`src/design/lcd_scan_pkg.sv`:
```
// Constants and types shared by the contrast and scan drive block
package lcd_scan_pkg;
    // ****************************************************************
    // Register map
    // ****************************************************************
    localparam logic [7:0] MODE_CTRL_ADDR  = 8'hFA;
    localparam logic [7:0] GLASS_CTRL_ADDR = 8'hF9;
    localparam logic [7:0] MODE_CTRL_RESET = 8'h00;
    localparam logic [7:0] GLASS_CTRL_RESET = 8'h00;
    localparam logic [7:0] MODE_CTRL_WMASK = 8'hF1;
    localparam int         LEVEL_MSB       = 7;
    localparam int         LEVEL_LSB       = 4;
    localparam int         CONTRAST_EN_BIT = 0;
    localparam int         CLKSEL_MSB      = 7;
    localparam int         CLKSEL_LSB      = 5;
    localparam int         DUTY_MSB        = 4;
    localparam int         DUTY_LSB        = 2;
    localparam int         DISP_MSB        = 1;
    localparam int         DISP_LSB        = 0;

    // ****************************************************************
    // Glass geometry and timing
    // ****************************************************************
    localparam int         NUM_BACKPLANES  = 8;
    localparam int         NUM_FRONTPLANES = 22;
    localparam int         DIV_BASE_LOG2   = 8;
    localparam logic [2:0] CLKSEL_MAX      = 3'h4;
    localparam logic [3:0] LEVEL_OFF       = 4'h0;

    // Duty and bias selections
    typedef enum logic [2:0] {
        DUTY8_BIAS4 = 3'b000,
        DUTY4_BIAS3 = 3'b001,
        DUTY3_BIAS3 = 3'b010,
        DUTY3_BIAS2 = 3'b011
    } duty_sel_e;

    // Display control
    localparam logic [1:0] DISP_OFF     = 2'h0;
    localparam logic [1:0] DISP_ALL_OFF = 2'h1;
    localparam logic [1:0] DISP_ALL_ON  = 2'h2;
    localparam logic [1:0] DISP_NORMAL  = 2'h3;
endpackage

```
`src/design/lcd_contrast_scan.sv`:
```
// Contrast register, backplane scan and frontplane select drive
//
// Behaviour
// Contrast mode register lives at address FAh, register-addressed only.
// Reset clears contrast register to 00h: dimmest step, controller off.
// Bits 7:4 choose contrast step n+1 of sixteen.
// Bit 0 enables contrast control; when off level has no effect.
// Eighth duty drives backplanes 0-7; quarter duty drives 0-3.
// Third duty drives backplanes 0-2; half duty drives 0-1.
// Twenty-two frontplanes, each from its own RAM byte, all duties.
// Frontplanes show the RAM bit of the currently active backplane.
// RAM bit one gives the select drive on that frontplane.
// RAM bit zero gives the no-select drive on that frontplane.
// Glass control bits 4:2 choose duty and bias.
// Frame tick is watch clock divided by selectable power of two.
// Any write of glass control restarts the scan sequence.
// Backplanes active one at a time ascending; unused held non-select.
// Reserved bits 3:1 ignore writes and read zero.
`timescale 1ns/1ps
module lcd_contrast_scan
    import lcd_scan_pkg::*;
#(
    parameter int DIV_WIDTH = 12
) (
    // Clock, reset, enable
    input  wire logic                       clk_sys,
    input  wire logic                       rst,
    input  wire logic                       clkEn,
    // Register addressing port
    input  wire logic [7:0]                 regAddr,
    input  wire logic                       regWr,
    input  wire logic [7:0]                 regWData,
    output logic      [7:0]                 regRData,
    // Watch timer tick
    input  wire logic                       watchTick,
    // Display RAM bytes, one per frontplane
    input  wire logic [NUM_FRONTPLANES*8-1:0] dispRam,
    // Glass drive
    output logic      [NUM_BACKPLANES-1:0]  backplaneSel,
    output logic      [NUM_BACKPLANES-1:0]  backplaneEn,
    output logic      [NUM_FRONTPLANES-1:0] frontplaneSel,
    output logic      [1:0]                 biasSel,
    output logic      [3:0]                 contrastLevel,
    output logic                            contrastOn
);
    // ****************************************************************
    // Registers
    // ****************************************************************
    logic [7:0] modeCtrl_q;
    logic [7:0] glassCtrl_q;
    logic       hitMode;
    logic       hitGlass;
    logic       restart;

    // address decode
    assign hitMode  = regWr && (regAddr == MODE_CTRL_ADDR);
    assign hitGlass = regWr && (regAddr == GLASS_CTRL_ADDR);
    // rewrite restarts scan
    assign restart  = hitGlass;

    // reset clear, R15 reserved bits masked
    always_ff @(posedge clk_sys or posedge rst) begin
        if (rst) begin
            modeCtrl_q  <= MODE_CTRL_RESET;
            glassCtrl_q <= GLASS_CTRL_RESET;
        end else if (clkEn) begin
            if (hitMode) begin
                modeCtrl_q <= regWData & MODE_CTRL_WMASK;
            end
            if (hitGlass) begin
                glassCtrl_q <= regWData;
            end
        end
    end

    // Read mux; unmapped addresses read zero
    logic [7:0] rdNext;
    assign rdNext = (regAddr == MODE_CTRL_ADDR)  ? modeCtrl_q :
                    (regAddr == GLASS_CTRL_ADDR) ? glassCtrl_q : 8'h00;

    always_ff @(posedge clk_sys or posedge rst) begin
        if (rst) begin
            regRData <= 8'h00;
        end else if (clkEn) begin
            regRData <= rdNext;
        end
    end

    // ****************************************************************
    // Contrast
    // ****************************************************************
    logic       enBit;
    logic [3:0] levelNext;
    assign enBit     = modeCtrl_q[CONTRAST_EN_BIT];
    // level step, R4 disabled forces level inert
    assign levelNext = enBit ? modeCtrl_q[LEVEL_MSB:LEVEL_LSB] : LEVEL_OFF;

    always_ff @(posedge clk_sys or posedge rst) begin
        if (rst) begin
            contrastLevel <= LEVEL_OFF;
            contrastOn    <= 1'b0;
        end else if (clkEn) begin
            contrastLevel <= levelNext;
            contrastOn    <= enBit;
        end
    end

    // ****************************************************************
    // Duty decode and frame tick
    // ****************************************************************
    duty_sel_e  duty;
    logic [2:0] lastCom;
    logic [1:0] biasNext;
    logic [2:0] clkSel;
    logic [1:0] dispMode;
    logic       frameTick;

    assign duty     = duty_sel_e'(glassCtrl_q[DUTY_MSB:DUTY_LSB]);
    assign dispMode = glassCtrl_q[DISP_MSB:DISP_LSB];
    // Codes above 100 are unavailable; clamp so the divider stays sane
    assign clkSel   = (glassCtrl_q[CLKSEL_MSB:CLKSEL_LSB] > CLKSEL_MAX) ? CLKSEL_MAX
                      : glassCtrl_q[CLKSEL_MSB:CLKSEL_LSB];

    // duty and bias, R5 R6 backplane count
    always_comb begin
        unique case (duty)
            DUTY8_BIAS4: begin lastCom = 3'h7; biasNext = 2'h2; end
            DUTY4_BIAS3: begin lastCom = 3'h3; biasNext = 2'h1; end
            DUTY3_BIAS3: begin lastCom = 3'h2; biasNext = 2'h1; end
            DUTY3_BIAS2: begin lastCom = 3'h2; biasNext = 2'h0; end
            // Undefined codes fall back to half duty
            default:     begin lastCom = 3'h1; biasNext = 2'h0; end
        endcase
    end

    frame_divider #(
        .WIDTH     (DIV_WIDTH)
    ) u_div (
        .clk_sys   (clk_sys),
        .rst       (rst),
        .clkEn     (clkEn),
        .restart   (restart),
        .watchTick (watchTick),
        .clkSel    (clkSel),
        .frameTick (frameTick)
    );

    // ****************************************************************
    // Backplane scan
    // ****************************************************************
    logic [2:0] com_q;
    logic [2:0] com_d;
    // ascending, wrap after last enabled line
    assign com_d = (com_q >= lastCom) ? 3'h0 : com_q + 3'h1;

    // restart from line 0
    always_ff @(posedge clk_sys or posedge rst) begin
        if (rst) begin
            com_q <= 3'h0;
        end else if (clkEn) begin
            if (restart) begin
                com_q <= 3'h0;
            end else if (frameTick) begin
                com_q <= com_d;
            end
        end
    end

    // ****************************************************************
    // Per-line and per-segment drive
    // ****************************************************************
    logic                       dispOn;
    logic [NUM_BACKPLANES-1:0]  bpSelNext;
    logic [NUM_BACKPLANES-1:0]  bpEnNext;
    logic [NUM_FRONTPLANES-1:0] fpNext;
    assign dispOn = (dispMode != DISP_OFF);

    genvar gi;
    // enabled lines, R14 one active line
    for (gi = 0; gi < NUM_BACKPLANES; gi++) begin : g_bp
        assign bpEnNext[gi]  = dispOn && (gi <= int'(lastCom));
        assign bpSelNext[gi] = bpEnNext[gi] && (com_q == 3'(gi));
    end
    // one byte per frontplane, R8 bit of active line, R9 R10 select
    for (gi = 0; gi < NUM_FRONTPLANES; gi++) begin : g_fp
        assign fpNext[gi] = (dispMode == DISP_ALL_ON) ||
                            ((dispMode == DISP_NORMAL) && dispRam[gi*8 + int'(com_q)]);
    end

    always_ff @(posedge clk_sys or posedge rst) begin
        if (rst) begin
            backplaneSel  <= '0;
            backplaneEn   <= '0;
            frontplaneSel <= '0;
            biasSel       <= 2'h0;
        end else if (clkEn) begin
            backplaneSel  <= bpSelNext;
            backplaneEn   <= bpEnNext;
            frontplaneSel <= fpNext;
            biasSel       <= biasNext;
        end
    end
endmodule

```
`src/design/frame_divider.sv`:
```
// Power-of-two divider of the watch clock tick into a frame scan tick
`timescale 1ns/1ps
module frame_divider
    import lcd_scan_pkg::*;
#(
    parameter int WIDTH = 12
) (
    // Clock and reset
    input  wire logic       clk_sys,
    input  wire logic       rst,
    input  wire logic       clkEn,
    // Control
    input  wire logic       restart,
    input  wire logic       watchTick,
    input  wire logic [2:0] clkSel,
    // Result
    output logic            frameTick
);
    logic [WIDTH-1:0] count_q;
    logic [WIDTH-1:0] count_d;
    logic [WIDTH-1:0] limit;

    // Tick period is 2^(8-sel) watch ticks
    assign limit   = WIDTH'((1 << (DIV_BASE_LOG2 - int'(clkSel))) - 1);
    assign count_d = (count_q == limit) ? '0 : count_q + WIDTH'(1);

    // watch clock divide
    always_ff @(posedge clk_sys or posedge rst) begin
        if (rst) begin
            count_q   <= '0;
            frameTick <= 1'b0;
        end else if (clkEn) begin
            frameTick <= !restart && watchTick && (count_q == limit);
            if (restart) begin
                count_q <= '0;
            end else if (watchTick) begin
                count_q <= count_d;
            end
        end
    end
endmodule

```
`config.mk`:
```
export PLATFORM = sky130hd
export DESIGN_NAME = lcd_contrast_scan
export DESIGN_NICKNAME = d
export VERILOG_FILES = /design/src/design/lcd_scan_pkg.sv /design/src/design/lcd_contrast_scan.sv /design/src/design/frame_divider.sv
export SDC_FILE = /design/constraint.sdc
export NUM_CORES = 1
export LEC_CHECK = 0
export ABC_CLOCK_PERIOD_IN_PS = 2900
export BUFFER_PORTS_ARGS = -buffer_cell sky130_fd_sc_hd__buf_2
export CORE_ASPECT_RATIO = 0.5
export CORE_MARGIN = 2
export CORE_UTILIZATION = 45
export CTS_BUF_LIST = sky130_fd_sc_hd__clkbuf_4 sky130_fd_sc_hd__clkbuf_8
export CTS_CLUSTER_SIZE = 20
export DETAILED_ROUTE_END_ITERATION = 12
export PLACE_DENSITY = 0.76
export SYNTH_ARGS = -nofsm -noshare
export SYNTH_HDL_FRONTEND = slang
export SYNTH_SLANG_ARGS = --single-unit
```
`constraint.sdc`:
```
create_clock -name clk_sys -period 2.9 [get_ports clk_sys]
set_clock_uncertainty 0.1 [all_clocks]
set_input_delay 0.29 -clock clk_sys [delete_from_list [all_inputs] [get_ports clk_sys]]
set_output_delay 0.29 -clock clk_sys [all_outputs]
set_load 0.05 [all_outputs]
```
==> results.ini <==
[global_route]
grt_overflow = 0
grt_pass1_vias = 4583
grtUsageTotal_pct = 25.56
grt_max_degree = 50
grt_pass1_wl_mm = 23.36
antenna_found_initial = 1

[placement]
place_inst = 777
place.gp.congestion = 0.8159
port-buffer-count = 249
placed_cell_area_um2 = 6223
hpwl_mm = 11.52

[clocking]
tritoncts = yes
clkTransAtPathRegs_ns = 0.08
root_buffer = clkbuf_8
h-tree-depth = 3
clock-sinks = 78
cts-buffers-inserted = 9
clockBufferDepth = 2
cts_setup_buffers = 0
insertion_delay_ns = 0.38

[synthesis]
synth_compound_area_share_pct = 15.28
yosysWarnings = 0
syn_area_per_cell_um2 = 11.84
yosys.area_share.adder_pct = 2.547
ys_async_sr_fraction_pct = 100.0
yosys.area.top_type = dfrtp_1
syn_nets = 622
yosys.area_share.simple_pct = 11.97
synth_xor_xnor_area_share_pct = 1.783
synth_common_cells = 78 x dfrtp_1, 54 x nand2_1, 44 x mux4_2, 25 x a21o_1, 22 x a31oi_1
yosysUniqueCellTypes = 51
seq_area_frac_synth_pct = 39.74
post-synth-top-area-fraction_pct = 39.74
synth_edf_count = 0
synth_top_family_by_area = multiplexers
ys_ff_latch = 78
synth_area_um2 = 4912
synth_mux_area_share_pct = 23.38
yosysMostFrequentCell = dfrtp_1
syn_inst = 415
synth_area_leaders = dfrtp_1 40%, mux4_2 20%, nand2_1 4.1%, a21o_1 3.8%, mux2_2 3.2%
synth_ff_type = dfrtp_1

[detailed_routing]
vias = 4428
drc = 0
wl_mm = 14.75
firstDrtPassIters = 4
viasPerCell = 5.577
drt_iter0_markers = 218
ant_nets = 0
wl_per_cell_um = 18.58

[critical_path]
r2r_slack_ns = 0.79
r2r_start = com_q[1]$_DFFE_PP0P_
r2r_end = frontplaneSel[19]$_DFFE_PP0P_
path_max_fanout = 21
path_class = register to register
required_ns = 3.07
startpoint_type = register
ff2ff_path_depth = 5
endpoint_kind = register
crit_arrival_ns = 2.27

[cells_and_area]
area_delta_synth_final_pct = 30.59
drive_gt1_share_pct = 53.21
fill_cells = 877
diodes = 0
final_cell_count_no_fill = 794
ff_latch_area_um2 = 1956
final_area_um2 = 6415
multi_input_comb_area_um2 = 2700
nets = 856

[hold_path]
hold_depth = 2
holdPathEnd = glassCtrl_q[1]$_DFFE_PP0P_
hp-class = primary input to register
min_from = regWData[1]

[die]
dieArea_um2 = 11820
start_util_pct = 47.19
die_h_um = 77.88
die_w_um = 151.8
rows = 26
pin_count = 250
core_um2 = 10410

[run]
max_cap_viol_count = 0

[sta]
fin_crit_ns = 2.106
relSlewSlack_pct = 43.82
tightest_slew_ns = 0.8407
hold_violations = 0
fmax_mhz = 474.7
rsz0062_at_grt = no
setup-violations-final = 0
timing.final.crit_share_pct = 72.63
fin_setup_tns_ns = 0
whs_ns = 0.04753
final_max_slew_viol_count = 0

[power_and_ir_drop]
p_leak_nw = 3.462
ir_drop_mv = 0.2020
power_density_nw_per_um2 = 376.0

[outcome]
outcome = completed

-- metal layers --
| metal | track usage, % | wire, um | vias up |
|---|---|---|---|
| met5 | 0 | 13 | - |
| met4 | 6.852 | 217 | 2 |
| met3 | 5.529 | 760 | 25 |
| met2 | 43.15 | 7523 | 132 |
| met1 | 33.58 | 6238 | 2220 |
| li1 | - | - | 2049 |
-- state kept, by name (all words and copies together), names as in the netlist --
register,flops
backplaneEn,4
backplaneSel,8
biasSel,2
com_q,3
contrastLevel,4
contrastOn,1
frontplaneSel,22
glassCtrl_q,8
modeCtrl_q,5
regRData,8
u_div.count_q,12
u_div.frameTick,1
-- stage by stage --
step | worst slack, ns | total power [mW] | util (%)
5_1_grt | 0.6057 | 2.527 | 61.62
2_1_floorplan | 0.5150 | 1.452 | -
4_1_cts | 0.7492 | 2.431 | 61.62
6_report | 0.7936 | 2.412 | 61.62
3_3_place_gp | 0.7801 | 1.639 | 59.78
3_5_place_dp | 0.7590 | 1.656 | 59.78
-- final cells by class --
| class | instances | share of cell area, % |
|---|---|---|
| clock inverters | 7 | 0.8972 |
| inverters | 12 | 0.7217 |
| repair buffers | 260 | 21.14 |
| flip-flops and latches | 78 | 30.49 |
| well taps | 140 | 2.731 |
| multi-input cells | 288 | 42.09 |
| clock buffers | 9 | 1.931 |
-- cells by family (layout without fill, tap and decap cells) --
logic type	Yosys count	in the layout
buffers and inverters	49	288
AND/OR/NAND/NOR	111	111
adder cells (fa/ha/maj)	10	10
multiplexers	58	58
XOR/XNOR	10	10
flip-flops	78	78
AO/OA/AOI/OAI	99	99
-- repair_timing --
| action | CTS | global route |
|---|---|---|
| endpoints found under the hold margin | 25 | 0 |
| endpoints found under the setup margin | 0 | 0 |
| hold buffers | 1 | 0 |
| gates resized for setup | 0 | 0 |
-- power breakdown --
part | internal [mW] | switching [mW] | leakage (nW)
Clock | 0.322 | 0.454 | 0.0881
Sequential | 1.13 | 0.0511 | 1.06
Combinational | 0.212 | 0.239 | 2.31
Total | 1.67 | 0.744 | 3.46
-- worst max-delay path, cell delays in order, from the launching register on --
cell and delay (ns):
dfrtp_2 0.70, buf_4 0.33, mux4_2 0.52, nand2_1 0.08, a31oi_1 0.08, a21o_1 0.19
-- placed cells by master (no fill, tap or decap), types with 3 or more instances in the layout --
| cell type | n |
|---|---|
| buf_2 | 249 |
| dfrtp_1 | 75 |
| nand2_1 | 54 |
| mux4_2 | 44 |
| a21o_1 | 25 |
| a31oi_1 | 22 |
| mux2_2 | 14 |
| nor2_1 | 13 |
| a22o_1 | 11 |
| inv_1 | 10 |
| ha_1 | 10 |
| o21ai_0 | 9 |
| clkbuf_8 | 9 |
| and3_1 | 8 |
| xor2_1 | 8 |
| buf_4 | 8 |
| a21oi_1 | 7 |
| nand2b_1 | 5 |
| nand3_1 | 5 |
| a32o_1 | 5 |
| a221o_1 | 5 |
| or3_1 | 3 |
| o211ai_1 | 3 |
| o2111ai_1 | 3 |
| dfrtp_2 | 3 |
-- worst max path at each step --
stage	startpoint	end	slack, ns	cells past startpoint
6_report	com_q[1]$_DFFE_PP0P_	frontplaneSel[19]$_DFFE_PP0P_	0.79	5
3_3_place_gp	com_q[1]$_DFFE_PP0P_	frontplaneSel[19]$_DFFE_PP0P_	0.78	5
3_5_place_dp	com_q[1]$_DFFE_PP0P_	frontplaneSel[19]$_DFFE_PP0P_	0.76	5
5_1_grt	com_q[1]$_DFFE_PP0P_	frontplaneSel[19]$_DFFE_PP0P_	0.61	5
4_1_cts	com_q[1]$_DFFE_PP0P_	frontplaneSel[19]$_DFFE_PP0P_	0.75	5
2_1_floorplan	rst	backplaneEn[1]$_DFFE_PP0P_	0.51	1
Note: power is estimated with default switching activity, not from simulation.
